File: config.mk
export PLATFORM = sky130hd
export DESIGN_NAME = sbcst_top
export DESIGN_NICKNAME = d
export VERILOG_FILES = /design/src/sbcst_pkg.sv /design/src/sbcst_sticky.sv /design/src/sbcst_top.sv /design/src/sbcst_wd_count.sv
export SDC_FILE = /design/constraint.sdc
export NUM_CORES = 1
export LEC_CHECK = 0
export BUFFER_PORTS_ARGS = -buffer_cell sky130_fd_sc_hd__clkbuf_2
export CAP_MARGIN = 20
export CORE_ASPECT_RATIO = 0.9
export CORE_MARGIN = 2
export CORE_UTILIZATION = 45
export DETAILED_ROUTE_END_ITERATION = 10
export GPL_TIMING_DRIVEN = 0
export PLACE_DENSITY = 0.69
export SYNTH_ARGS = -nofsm -noshare
export SYNTH_HDL_FRONTEND = slang
export SYNTH_SLANG_ARGS = --single-unit
File: constraint.sdc
create_clock -name core_clk_in -period 2 [get_ports core_clk_in]
set_clock_uncertainty 0.05 [all_clocks]
set_input_delay 0.2 -clock core_clk_in [delete_from_list [all_inputs] [get_ports core_clk_in]]
set_output_delay 0.2 -clock core_clk_in [all_outputs]
set_load 0.01 [all_outputs]
File: src/sbcst_pkg.sv
// Purpose: shared types and constants of the supply/thermal status bank
// Assumes: one 20 MHz clock, all event sources on that clock
// Notes:   offsets are the 7-bit serial register addresses

package sbcst_pkg;

  // ----------------------------------------------------------------
  // device modes as reported by the mode controller
  // ----------------------------------------------------------------
  typedef enum logic [2:0] {
    MODE_INIT     = 3'h0,
    MODE_NORMAL   = 3'h1,
    MODE_STOP     = 3'h2,
    MODE_SLEEP    = 3'h3,
    MODE_RESTART  = 3'h4,
    MODE_FAILSAFE = 3'h5
  } sbcst_mode_t;

  // short-to-ground detector states
  typedef enum logic [1:0] {
    SC_IDLE   = 2'h0,
    SC_TIMING = 2'h1,
    SC_SHORT  = 2'h2
  } sbcst_sc_state_t;

  // ----------------------------------------------------------------
  // event carriers
  // ----------------------------------------------------------------
  typedef struct packed {
    logic highside_supply_undervolt;
    logic highside_supply_overvolt;
    logic secondary_reg_overtemp;
    logic secondary_reg_undervolt;
    logic main_reg_undervolt;       // level, below reset threshold
    logic undervolt_failsafe_entry; // pulse, 4th consecutive uv
    logic main_reg_on;              // level, main regulator enabled
  } sbcst_supply_ev_t;

  typedef struct packed {
    logic thermal_shutdown_second;
    logic thermal_shutdown_first;
    logic thermal_prewarning;
  } sbcst_thermal_ev_t;

  typedef struct packed {
    logic restart_fail;   // pulse, restart cause is a failure
    logic restart_sleep;  // pulse, restart cause is sleep
    logic serial_invalid; // pulse, bad serial command seen
    logic fail_output;    // pulse, fail output raised elsewhere
    logic watchdog_failure_count;        // pulse, watchdog trigger failure
    logic wd_trigger_ok;  // pulse, good watchdog trigger
    logic wd_stopped;     // level, watchdog not running
    logic wd_stop_by_fail; // level, stop came from a wd failure
  } sbcst_history_ev_t;

  typedef struct packed {
    logic       valid; // one-cycle command strobe
    logic       clear; // command bit 7
    logic [6:0] addr;  // 7-bit register address
  } sbcst_cmd_t;

  // ----------------------------------------------------------------
  // register map and fields
  // ----------------------------------------------------------------
  localparam logic [6:0] ADDR_SUPPLY  = 7'h41;
  localparam logic [6:0] ADDR_THERMAL = 7'h42;
  localparam logic [6:0] ADDR_HISTORY = 7'h43;

  localparam logic [7:0] SUPPLY_POR_VAL  = 8'h80;
  localparam logic [7:0] SUPPLY_SOFT_VAL = 8'h00;
  localparam logic [2:0] THERMAL_RST_VAL = 3'h0;
  localparam logic [1:0] HIST_RST_VAL    = 2'h0;

  localparam int BIT_POR       = 7;
  localparam int BIT_MAIN_SC   = 2;
  localparam int BIT_UV_FS     = 1;
  localparam int BIT_MAIN_UV   = 0;
  localparam int BIT_THERMAL_SHUTDOWN_SECOND      = 2;
  localparam int BIT_SER_FAIL  = 1;
  localparam int BIT_FAILURE   = 0;

  localparam logic [1:0] CAUSE_NONE  = 2'h0;
  localparam logic [1:0] CAUSE_FAIL  = 2'h1;
  localparam logic [1:0] CAUSE_SLEEP = 2'h2;

  // watchdog configurations 1..4 encoded 0..3
  localparam logic [1:0] WD_CFG1 = 2'h0;
  localparam logic [1:0] WD_CFG2 = 2'h1;
  localparam logic [1:0] WD_CFG3 = 2'h2;
  localparam logic [1:0] WD_CFG4 = 2'h3;
  localparam logic [1:0] WD_CNT_ZERO  = 2'h0;
  localparam logic [1:0] WD_LIMIT_ONE = 2'h1;
  localparam logic [1:0] WD_LIMIT_TWO = 2'h2;

  // ----------------------------------------------------------------
  // timing
  // ----------------------------------------------------------------
  localparam int CLK_FREQ_MHZ  = 20;
  localparam int SHORT_TIME_US = 4000;
  localparam int SHORT_CYC     = SHORT_TIME_US * CLK_FREQ_MHZ;
  localparam int SC_CNT_W      = 17;

endpackage

File: src/sbcst_sticky.sv
// Purpose: row of sticky flags, set by hardware, cleared by command
// Assumes: set, clear and zero are on the module clock
// Notes:   a set in the cycle of a clear survives

`timescale 1ns/100ps

module sbcst_sticky #(
  parameter int              W       = 1,
  parameter logic [W-1:0]    RST_VAL = '0
) (
  // clock and reset
  input  wire logic         clk_in,
  input  wire logic         rst_in,
  // control
  input  wire logic         zero_in,  // soft reset, all to zero
  input  wire logic         clr_in,   // clear command
  input  wire logic [W-1:0] set_in,   // set events
  // state
  output logic      [W-1:0] flags_out
);

  logic [W-1:0] flags_q;

  // set beats clear so no event is dropped
  always_ff @(posedge clk_in) begin
    if (rst_in) begin
      flags_q <= RST_VAL;
    end else if (zero_in) begin
      flags_q <= '0;
    end else begin
      flags_q <= (flags_q & ~{W{clr_in}}) | set_in;
    end
  end

  assign flags_out = flags_q;

endmodule

File: src/sbcst_top.sv
// Purpose: supply, thermal and device history status bytes
// Assumes: serial frames decoded upstream into one command strobe
// Notes:   read data is the byte as it was before any clear

`timescale 1ns/100ps

module sbcst_top #(
  // short detection window, shorten for simulation
  parameter int SHORT_CYC = sbcst_pkg::SHORT_CYC
) (
  // clock and reset
  input  wire logic                          core_clk_in,
  input  wire logic                          rst_in,
  input  wire logic                          soft_reset_in,
  // mode controller
  input  wire sbcst_pkg::sbcst_mode_t        mode_in,
  input  wire logic                          reset_out_released_in,
  // monitor events
  input  wire sbcst_pkg::sbcst_supply_ev_t   supply_ev_in,
  input  wire sbcst_pkg::sbcst_thermal_ev_t  thermal_ev_in,
  input  wire sbcst_pkg::sbcst_history_ev_t  history_ev_in,
  // watchdog configuration
  input  wire logic                          wd_cfg_bit_in,
  input  wire logic [1:0]                    wd_config_in,
  // serial command port
  input  wire sbcst_pkg::sbcst_cmd_t         cmd_in,
  output logic [7:0]                         rd_data_out,
  output logic                               rd_valid_out,
  output logic                               rd_hit_out,
  // requests to the mode controller
  output logic                               failsafe_req_out,
  output logic                               wd_restart_req_out,
  output logic                               fail_activate_out,
  output logic                               main_reg_short_out
);

  // ----------------------------------------------------------------
  // command decode
  // ----------------------------------------------------------------
  logic hit_supply;   // command addresses supply byte
  logic hit_thermal;  // command addresses thermal byte
  logic hit_history;  // command addresses history byte
  logic clr_supply;   // clear strobe per byte
  logic clr_thermal;
  logic clr_history;

  assign hit_supply  = cmd_in.valid &&
                       (cmd_in.addr == sbcst_pkg::ADDR_SUPPLY);
  assign hit_thermal = cmd_in.valid &&
                       (cmd_in.addr == sbcst_pkg::ADDR_THERMAL);
  assign hit_history = cmd_in.valid &&
                       (cmd_in.addr == sbcst_pkg::ADDR_HISTORY);
  // bit 7 set turns the access into read-and-clear
  assign clr_supply  = hit_supply  & cmd_in.clear;
  assign clr_thermal = hit_thermal & cmd_in.clear;
  assign clr_history = hit_history & cmd_in.clear;

  // ----------------------------------------------------------------
  // mode gating
  // ----------------------------------------------------------------
  logic ro_seen_q;    // reset output released once since power-on
  logic reg_off_sleep; // sleep with main regulator off
  logic uv_allow;      // main undervolt may update now

  // remember the first reset release; kept over soft reset
  always_ff @(posedge core_clk_in) begin
    if (rst_in) begin
      ro_seen_q <= 1'b0;
    end else if (reset_out_released_in) begin
      ro_seen_q <= 1'b1;
    end
  end

  assign reg_off_sleep = (mode_in == sbcst_pkg::MODE_SLEEP) &&
                         !supply_ev_in.main_reg_on;

  // ----------------------------------------------------------------
  // short-to-ground detector
  // ----------------------------------------------------------------
  sbcst_pkg::sbcst_sc_state_t sc_state_q;
  sbcst_pkg::sbcst_sc_state_t sc_state_d;
  logic [sbcst_pkg::SC_CNT_W-1:0] sc_cnt_q;
  logic [sbcst_pkg::SC_CNT_W-1:0] sc_cnt_d;
  logic sc_low;       // output low while regulator enabled
  logic sc_expired;   // low for longer than the window
  logic sc_present;   // short condition stands

  assign sc_low     = supply_ev_in.main_reg_undervolt &&
                      supply_ev_in.main_reg_on;
  // strictly longer than the window, so compare with >=
  assign sc_expired = (sc_cnt_q >=
                       sbcst_pkg::SC_CNT_W'(SHORT_CYC));
  assign sc_present = (sc_state_q == sbcst_pkg::SC_SHORT);

  // next state: any return above threshold restarts the wait
  always_comb begin
    sc_state_d = sc_state_q;
    sc_cnt_d   = sc_cnt_q;
    case (sc_state_q)
      sbcst_pkg::SC_IDLE: begin
        sc_cnt_d = '0;
        if (sc_low) begin
          sc_state_d = sbcst_pkg::SC_TIMING;
        end
      end
      sbcst_pkg::SC_TIMING: begin
        if (!sc_low) begin
          sc_state_d = sbcst_pkg::SC_IDLE;
          sc_cnt_d   = '0;
        end else if (sc_expired) begin
          sc_state_d = sbcst_pkg::SC_SHORT;
        end else begin
          sc_cnt_d = sc_cnt_q + 1'b1;
        end
      end
      sbcst_pkg::SC_SHORT: begin
        if (!sc_low) begin
          sc_state_d = sbcst_pkg::SC_IDLE;
          sc_cnt_d   = '0;
        end
      end
      default: begin
        sc_state_d = sbcst_pkg::SC_IDLE;
        sc_cnt_d   = '0;
      end
    endcase
  end

  // detector registers
  always_ff @(posedge core_clk_in) begin
    if (rst_in || soft_reset_in) begin
      sc_state_q <= sbcst_pkg::SC_IDLE;
      sc_cnt_q   <= '0;
    end else begin
      sc_state_q <= sc_state_d;
      sc_cnt_q   <= sc_cnt_d;
    end
  end

  // undervolt update window per mode
  always_comb begin
    uv_allow = 1'b0;
    case (mode_in)
      sbcst_pkg::MODE_NORMAL: uv_allow = 1'b1;
      sbcst_pkg::MODE_STOP:   uv_allow = 1'b1;
      sbcst_pkg::MODE_INIT:   uv_allow = ro_seen_q;
      sbcst_pkg::MODE_RESTART: uv_allow = 1'b0;
      default: uv_allow = 1'b0; // sleep, fail-safe: short only
    endcase
    // a standing short opens the window in every mode
    if (sc_present) begin
      uv_allow = 1'b1;
    end
    // regulator off in sleep: nothing meaningful to report
    if (reg_off_sleep) begin
      uv_allow = 1'b0;
    end
  end

  // ----------------------------------------------------------------
  // supply status byte
  // ----------------------------------------------------------------
  logic [7:0] supply_set;    // set events in byte order
  logic [7:0] supply_flags;  // stored byte

  // bit order: por, hs uv, hs ov, sec ot, sec uv, sc, uv fs, uv
  always_comb begin
    supply_set = 8'h00;
    supply_set[6] = supply_ev_in.highside_supply_undervolt;
    supply_set[5] = supply_ev_in.highside_supply_overvolt;
    supply_set[4] = supply_ev_in.secondary_reg_overtemp;
    supply_set[3] = supply_ev_in.secondary_reg_undervolt;
    supply_set[sbcst_pkg::BIT_MAIN_SC] =
      sc_present & ~reg_off_sleep;
    supply_set[sbcst_pkg::BIT_UV_FS] =
      supply_ev_in.undervolt_failsafe_entry;
    supply_set[sbcst_pkg::BIT_MAIN_UV] =
      supply_ev_in.main_reg_undervolt & uv_allow;
  end

  // power-on reset loads the por flag, soft reset zeroes it
  sbcst_sticky #(
    .W       (8),
    .RST_VAL (sbcst_pkg::SUPPLY_POR_VAL)
  ) u_supply (
    .clk_in    (core_clk_in),
    .rst_in    (rst_in),
    .zero_in   (soft_reset_in),
    .clr_in    (clr_supply),
    .set_in    (supply_set),
    .flags_out (supply_flags)
  );

  // ----------------------------------------------------------------
  // thermal status byte
  // ----------------------------------------------------------------
  logic [2:0] thermal_set;
  logic [2:0] thermal_flags;

  // flags persist after the temperature falls back
  assign thermal_set = {thermal_ev_in.thermal_shutdown_second,
                        thermal_ev_in.thermal_shutdown_first,
                        thermal_ev_in.thermal_prewarning};

  sbcst_sticky #(
    .W       (3),
    .RST_VAL (sbcst_pkg::THERMAL_RST_VAL)
  ) u_thermal (
    .clk_in    (core_clk_in),
    .rst_in    (rst_in),
    .zero_in   (soft_reset_in),
    .clr_in    (clr_thermal),
    .set_in    (thermal_set),
    .flags_out (thermal_flags)
  );

  // second shutdown forces fail-safe; registered copy of the event, one cycle late
  always_ff @(posedge core_clk_in) begin
    if (rst_in) begin
      failsafe_req_out <= 1'b0;
    end else begin
      failsafe_req_out <= thermal_ev_in.thermal_shutdown_second;
    end
  end

  // ----------------------------------------------------------------
  // device history byte
  // ----------------------------------------------------------------
  logic [1:0] cause_q;       // state before restart
  logic [1:0] wd_count;      // watchdog failure counter
  logic       wd_reach;      // this failure reaches the limit
  logic       watchdog_failure_count_act;   // watchdog wants the fail output
  logic [1:0] hist_set;      // serial fail, failure
  logic [1:0] hist_flags;

  // restart cause; failure wins if both arrive together
  always_ff @(posedge core_clk_in) begin
    if (rst_in || soft_reset_in) begin
      cause_q <= sbcst_pkg::CAUSE_NONE;
    end else if (history_ev_in.restart_fail) begin
      cause_q <= sbcst_pkg::CAUSE_FAIL;
    end else if (history_ev_in.restart_sleep) begin
      cause_q <= sbcst_pkg::CAUSE_SLEEP;
    end else if (clr_history) begin
      cause_q <= sbcst_pkg::CAUSE_NONE;
    end
  end

  // watchdog failure counter, not touched by clear commands
  sbcst_wd_count u_wd (
    .clk_in          (core_clk_in),
    .rst_in          (rst_in),
    .zero_in         (soft_reset_in),
    .fail_in         (history_ev_in.watchdog_failure_count),
    .ok_in           (history_ev_in.wd_trigger_ok),
    .stop_in         (history_ev_in.wd_stopped),
    .stop_by_fail_in (history_ev_in.wd_stop_by_fail),
    .config_in       (wd_config_in),
    .count_out       (wd_count),
    .reach_out       (wd_reach)
  );

  // with cfg bit low the very first failure only restarts
  assign watchdog_failure_count_act = wd_reach &&
                       (wd_cfg_bit_in ||
                        (wd_count != sbcst_pkg::WD_CNT_ZERO));

  assign hist_set[sbcst_pkg::BIT_SER_FAIL] =
    history_ev_in.serial_invalid;
  assign hist_set[sbcst_pkg::BIT_FAILURE] =
    history_ev_in.fail_output | watchdog_failure_count_act;

  sbcst_sticky #(
    .W       (2),
    .RST_VAL (sbcst_pkg::HIST_RST_VAL)
  ) u_hist (
    .clk_in    (core_clk_in),
    .rst_in    (rst_in),
    .zero_in   (soft_reset_in),
    .clr_in    (clr_history),
    .set_in    (hist_set),
    .flags_out (hist_flags)
  );

  // watchdog outcome pulses toward the mode controller
  always_ff @(posedge core_clk_in) begin
    if (rst_in) begin
      wd_restart_req_out <= 1'b0;
      fail_activate_out  <= 1'b0;
    end else begin
      wd_restart_req_out <= history_ev_in.watchdog_failure_count;
      fail_activate_out  <= watchdog_failure_count_act;
    end
  end

  // registered copy of the short condition
  always_ff @(posedge core_clk_in) begin
    if (rst_in) begin
      main_reg_short_out <= 1'b0;
    end else begin
      main_reg_short_out <= sc_present;
    end
  end

  // ----------------------------------------------------------------
  // read path
  // ----------------------------------------------------------------
  logic [7:0] rd_mux;  // byte selected by the command

  // reserved positions are tied low in the assembly
  always_comb begin
    rd_mux = 8'h00;
    if (hit_supply) begin
      rd_mux = supply_flags;
    end else if (hit_thermal) begin
      rd_mux = {5'h00, thermal_flags};
    end else if (hit_history) begin
      rd_mux = {cause_q, 2'h0, wd_count, hist_flags};
    end
  end

  // answer one cycle after the strobe; old value before clear
  always_ff @(posedge core_clk_in) begin
    if (rst_in) begin
      rd_data_out  <= 8'h00;
      rd_valid_out <= 1'b0;
      rd_hit_out   <= 1'b0;
    end else begin
      rd_data_out  <= rd_mux;
      rd_valid_out <= cmd_in.valid;
      rd_hit_out   <= hit_supply | hit_thermal | hit_history;
    end
  end

endmodule

File: src/sbcst_wd_count.sv
// Purpose: watchdog failure counter, saturating below 11
// Assumes: event pulses come from the watchdog on this clock
// Notes:   a failure that bumps the count beats a clear arriving in the same cycle

`timescale 1ns/100ps

module sbcst_wd_count (
  // clock and reset
  input  wire logic       clk_in,
  input  wire logic       rst_in,
  // watchdog events
  input  wire logic       zero_in,
  input  wire logic       fail_in,
  input  wire logic       ok_in,
  input  wire logic       stop_in,
  input  wire logic       stop_by_fail_in,
  input  wire logic [1:0] config_in,
  // state
  output logic      [1:0] count_out,
  output logic            reach_out   // this failure hits the limit
);

  logic [1:0] count_q;
  logic       frozen_q;
  logic [1:0] limit;
  logic       bump;

  // config 2 sets the limit at one failure, the others at two
  assign limit = (config_in == sbcst_pkg::WD_CFG2) ?
                 sbcst_pkg::WD_LIMIT_ONE : sbcst_pkg::WD_LIMIT_TWO;
  assign bump      = fail_in & ~frozen_q & (count_q < limit);
  assign reach_out = bump & ((count_q + 2'h1) == limit);

  // counter, cleared on good trigger or a plain watchdog stop
  always_ff @(posedge clk_in) begin
    if (rst_in || zero_in) begin
      count_q <= sbcst_pkg::WD_CNT_ZERO;
    end else if (bump) begin
      count_q <= count_q + 2'h1;
    end else if (ok_in || (stop_in && !stop_by_fail_in)) begin
      count_q <= sbcst_pkg::WD_CNT_ZERO;
    end
  end

  // configs 2 and 4 hold the count until a good trigger
  always_ff @(posedge clk_in) begin
    if (rst_in || zero_in) begin
      frozen_q <= 1'b0;
    end else if (fail_in && (config_in == sbcst_pkg::WD_CFG2 ||
                             config_in == sbcst_pkg::WD_CFG4)) begin
      frozen_q <= 1'b1;
    end else if (ok_in) begin
      frozen_q <= 1'b0;
    end
  end

  assign count_out = count_q;

endmodule

# Yosys cells after proc, flatten, opt, wreduce, memory -nomap -nowiden
# Index checks and enable logic that the tools add are counted.
# classes
mux	24
n_lt_le_gt_ge	2
reduce_logical	26
n_bitwise	22
n_eq_ne	15
addsub	2
# op_table
op	count
$mux 17	3
$pmux 17 s2	1
$mux 8	4
$eq 7x7->1 const B	3
$mux 2	9
$add 17x1->17 const B	1
$ge 17x17->1 const B	1
$and 1x1->1	8
$and 8x8->8	1
$logic_and 1x1->1	8
$not 8->8	1
$or 8x7->8	1
$reduce_bool 2->1	4
$eq 3x2->1 const B	2
$ne 3x3->1 const B	2
$pmux 2 s3	1
$reduce_or 2->1	3
$mux 1	5
$eq 2x1->1 const B	2
$eq 2x2->1 const B	2
$logic_or 1x1->1	4
$ne 2x2->1 const B	2
$and 3x3->3	1
$eq 3x1->1 const B	1
other kinds (17)	21
# totals
in_bits	37
elab_cells	109
register_bits	52

# Logic depth before layout (Yosys ltp)
# logic_depth
depth_word	8
depth_mapped	7
mapped_depth_nobuf	7

# Cells and area by module
# A second synthesis with hierarchy kept.
# hier_totals
hier_cells	274
area_unflattened_um2	2472.4
# modules_own_cells
mod	cells_each	n_inst	area_each_um2
sbcst_top	201	1	1778.0
sbcst_sticky (u_supply)	34	1	326.6
sbcst_wd_count	17	1	166.4
sbcst_sticky (u_thermal)	13	1	125.1
sbcst_sticky (u_hist)	9	1	76.3

# Worst setup path after synthesis
# No wires, ideal clock.
# synth_timing
kind	register to register
from	reg sc_cnt_q[8] (netlist bit)
to	reg sc_cnt_q[12] (netlist bit)
t_required_ns	1.833
stages_incl_launch_ff	7
t_arrival_ns	1.491
slack_ns	0.342
n_path_buf	1
synth_period_minus_slack_ns	1.658
cell_sequence	dfxtp_1 nor4_4 o221ai_2 buf_6 nor4_2 xnor2_1 nor2_1
# synth_between
elab_chain_len	4
elab_cells_between_ends	7
# synth_rtl
element	line_no	rtl
start, declared	sbcst_top.sv:82	logic [sbcst_pkg::SC_CNT_W-1:0] sc_cnt_q;
start signal, assigned	sbcst_top.sv:136	sc_cnt_q <= sc_cnt_d;
$add 17x1->17	sbcst_top.sv:113	sc_cnt_d = sc_cnt_q + 1'b1;
$mux 17	sbcst_top.sv:110	end else if (sc_expired) begin
$mux 17	sbcst_top.sv:107	if (!sc_low) begin
$pmux 17 s2	sbcst_top.sv:99	case (sc_state_q)
# Several ways; a longest one is shown, not always the timed one. The select of a mux whose other input is x is not followed.
# A chain may end at the register's enable or synchronous reset.

# Worst setup path in the final report
# Ends and elaborated chain as after synthesis.

==> run summary <==
Status: finished, final reports clean
Final setup violation count: 0
Min Tclk post-route: 1.82 ns
Clk sinks: 52
Top cells by area, synth: dfxtp_1 (47%), nor2_1 (6.4%), xnor2_1 (4.7%)
Dominant cell type by area after synthesis: dfxtp_1
DRT Pass-1 Iters: 4
Final wirelength: 4820 um
Worst-path cell chain: nor4_4, o221ai_2, buf_6, nor4_2, xnor2_1, nor2_1
Via Count: 1,900
DR vias/cell: 5.28
Synthesis-stage register bit count: 52
Post-CTS Hold Fix Bufs: 0
Synth async-reset ratio: 0%
Max_slew headroom: 45.4%
Max Fanout on Critical Path: 10
DR iter-0 viols: 113
# nets final: 334
Full die area: 0.00551 sq mm
Slew @ Worst Pin: 0.816 ns
Unrepaired setup endpoints after global routing: no
CTS Buf Count: 5
Wire per inst: 13.4 um
Pwr Density: 682 mW/mm^2
Met3 Use GR: 4.08%
Worst-Skew Late Latency: 0.31 ns
Port bufs: 49
Post-Synth XOR/XNOR Area: 4.74%
First-pass GRT wire length: 7890 um
Post-synth EDFFs: 0
Largest net degree at the start of global routing: 18
Hold WS: 0.0128 ns
Max incr delay on CP: 0.41 ns
Ports: 51
Die outline height: 70.6 um
Synth Cell Area: 0.00222 sq mm
Postcts setup bufs: 0
Area Growth Syn to Fin: 18.9%
Post-synthesis mux area share: 2.88%
Register area share after synthesis: 46.9%
CTS HTree Levels: 2
Starting Density: 46.2%
Post-Route Setup TNS: 0 ns
Top FF cell, synth: dfxtp_1
Core region area: 0.00480 sq mm
Critical Path Sink Type: flip-flop
Largest family of logic cells by synthesized area: simple AND/OR/NAND/NOR gates
Post-synthesis compound-gate area fraction: 17.7%
GR Util met1: 26.8%
Cells after Synth: 238
Met2 global-route usage: 25.4%
Vias in the first global route: 1,742
Synth Area in Adders: 1.69%
Total of max-cap violations: 0
Die X: 78.0 um
Ys Warns: 0
Data arrival, critical path: 1.97 ns
Initial antenna violation count: 0
Placer Congestion: 0.807
Hold crit path type: primary input to flip-flop
Syn Area/Cell: 9.32 sq um
Syn Nets: 278
Dpl hpwl: 3660 um
ANT nets after route: 0
VDD IR max: 0.405 mV
Fmax: 550 MHz
Gr busiest metal: met1
Final hold violation count: 0
Rows: 24
Final core occ: 54.9%
P_leak: 1.03 nW
Critical Path Slowest Stage Cell: dfxtp_1
CTS tree: built
Post-cts sizing count: 0
DRC viols: 0
Share of post-route cells with drive strength above 1: 25.4%
CTS Root Cell: clkbuf_8
Critical Path Source Type: flip-flop
Share of the synthesized area in the top cell type: 46.9%
Fin. max-slew vios: 0
Period utilization: 90.8%
CP required: 2.15 ns
GRT Total Usage: 18.1%
Post-Synth Simple-Gate Area: 22.9%
Yosys cell types: 48
Critical path class: flip-flop to flip-flop
Reg clk slew, reported paths: 0.10 ns
CTS max path bufs: 2
Count leader, synth: dfxtp_1
Commonest cells post-synth: dfxtp_1 (52), nor2_1 (38), a21oi_1 (15)
Total gr overflow: 0
N_diodes: 0
## kinds of logic (layout without fill, tap and decap cells)
family | after synthesis | count (layout)
AOI/OAI and AO/OA | 53 | 53
xor gates and xnor gates | 12 | 12
adders and majority gates | 3 | 3
buffers and inverters | 17 | 74
DFF | 52 | 52
muxes | 6 | 6
and+or+nand+nor | 95 | 95
## path summary, 6_finish.rpt
path | from | endpoint | slack, ns | cells past startpoint
setup reg to reg | sc_cnt_q[8]$_SDFFE_PP0P_ | sc_cnt_q[12]$_SDFFE_PP0P_ | 0.18 | 6
hold / removal | history_ev_in[7] | cause_q[1]$_SDFFE_PP0P_ | 0.01 | 2
setup / recovery | sc_cnt_q[8]$_SDFFE_PP0P_ | sc_cnt_q[12]$_SDFFE_PP0P_ | 0.18 | 6
hold reg to reg | u_supply.flags_out[2]$_SDFF_PP0_ | u_supply.flags_out[2]$_SDFF_PP0_ | 0.41 | 1
## area by class of cell
type / instances / area [sq um]
multi-input cells: 169 / 1110
clock inverters: 3 / 23.8
repair buffers: 49 / 245
clock buffers: 5 / 68.8
plain buffers: 5 / 26.3
flip-flops and latches: 52 / 1040
fillers: 466 / 2170
inverters: 12 / 45.0
well taps: 65 / 81.3
## cells in the final DEF (no fill, tap or decap), types with 2 or more instances in the layout
master / count
a2111oi_2: 3
a21o_1: 2
a21oi_1: 15
a22o_1: 5
a22oi_1: 4
a31oi_1: 3
and3_1: 2
and4_1: 2
clkbuf_1: 4
clkbuf_2: 49
clkbuf_8: 5
clkinvlp_4: 2
dfxtp_1: 52
ha_1: 3
inv_1: 12
mux2_2: 3
mux2i_1: 3
nand2_1: 11
nand2b_1: 3
nand3_1: 8
nand4_1: 5
nor2_1: 38
nor2b_1: 7
nor3_1: 5
o21ai_0: 7
o41ai_1: 2
or2_4: 2
or3_1: 3
xnor2_1: 12
## stage by stage
stage	worst slack (ns)	instance area (sq um)	total power, mW	std cells
after global routing	0.0422	2640	1.88	360
after CTS	0.186	2640	1.82	360
after floorplan	0.342	2220	1.16	238
after detailed placement	0.201	2540	1.22	352
final	0.183	2640	1.80	360
after global placement	0.212	2540	1.22	352
## flip-flops by register name, indices dropped and copies added, names as in the netlist, 2 cells and up
register / flops
cause_q: 2
sc_cnt_q: 17
u_wd.count_out: 2
u_hist.flags_out: 2
sc_state_q: 2
rd_data_out: 8
u_supply.flags_out: 8
u_thermal.flags_out: 3
## power breakdown
part	switching [mW]	internal, mW	total [mW]
Clock	0.355	0.248	0.603
Combinational	0.0633	0.0628	0.126
Sequential	0.0119	1.06	1.07
## critical path, delay by kind of cell (launching register included)
kind            cells  cell delay, ns
compound gates      1            0.24
flops               1            0.41
simple gates        3            0.66
buf+inv             1            0.20
xor+xnor            1            0.15
## metal layers
metal | part of all wire (%) | vias to the layer above
li1 | - | 960
met1 | 51 | 878
met2 | 40 | 49
met3 | 6.0 | 13
met4 | 2.7 | 0
met5 | 0 | -
Note: power is estimated with default switching activity, not from simulation.
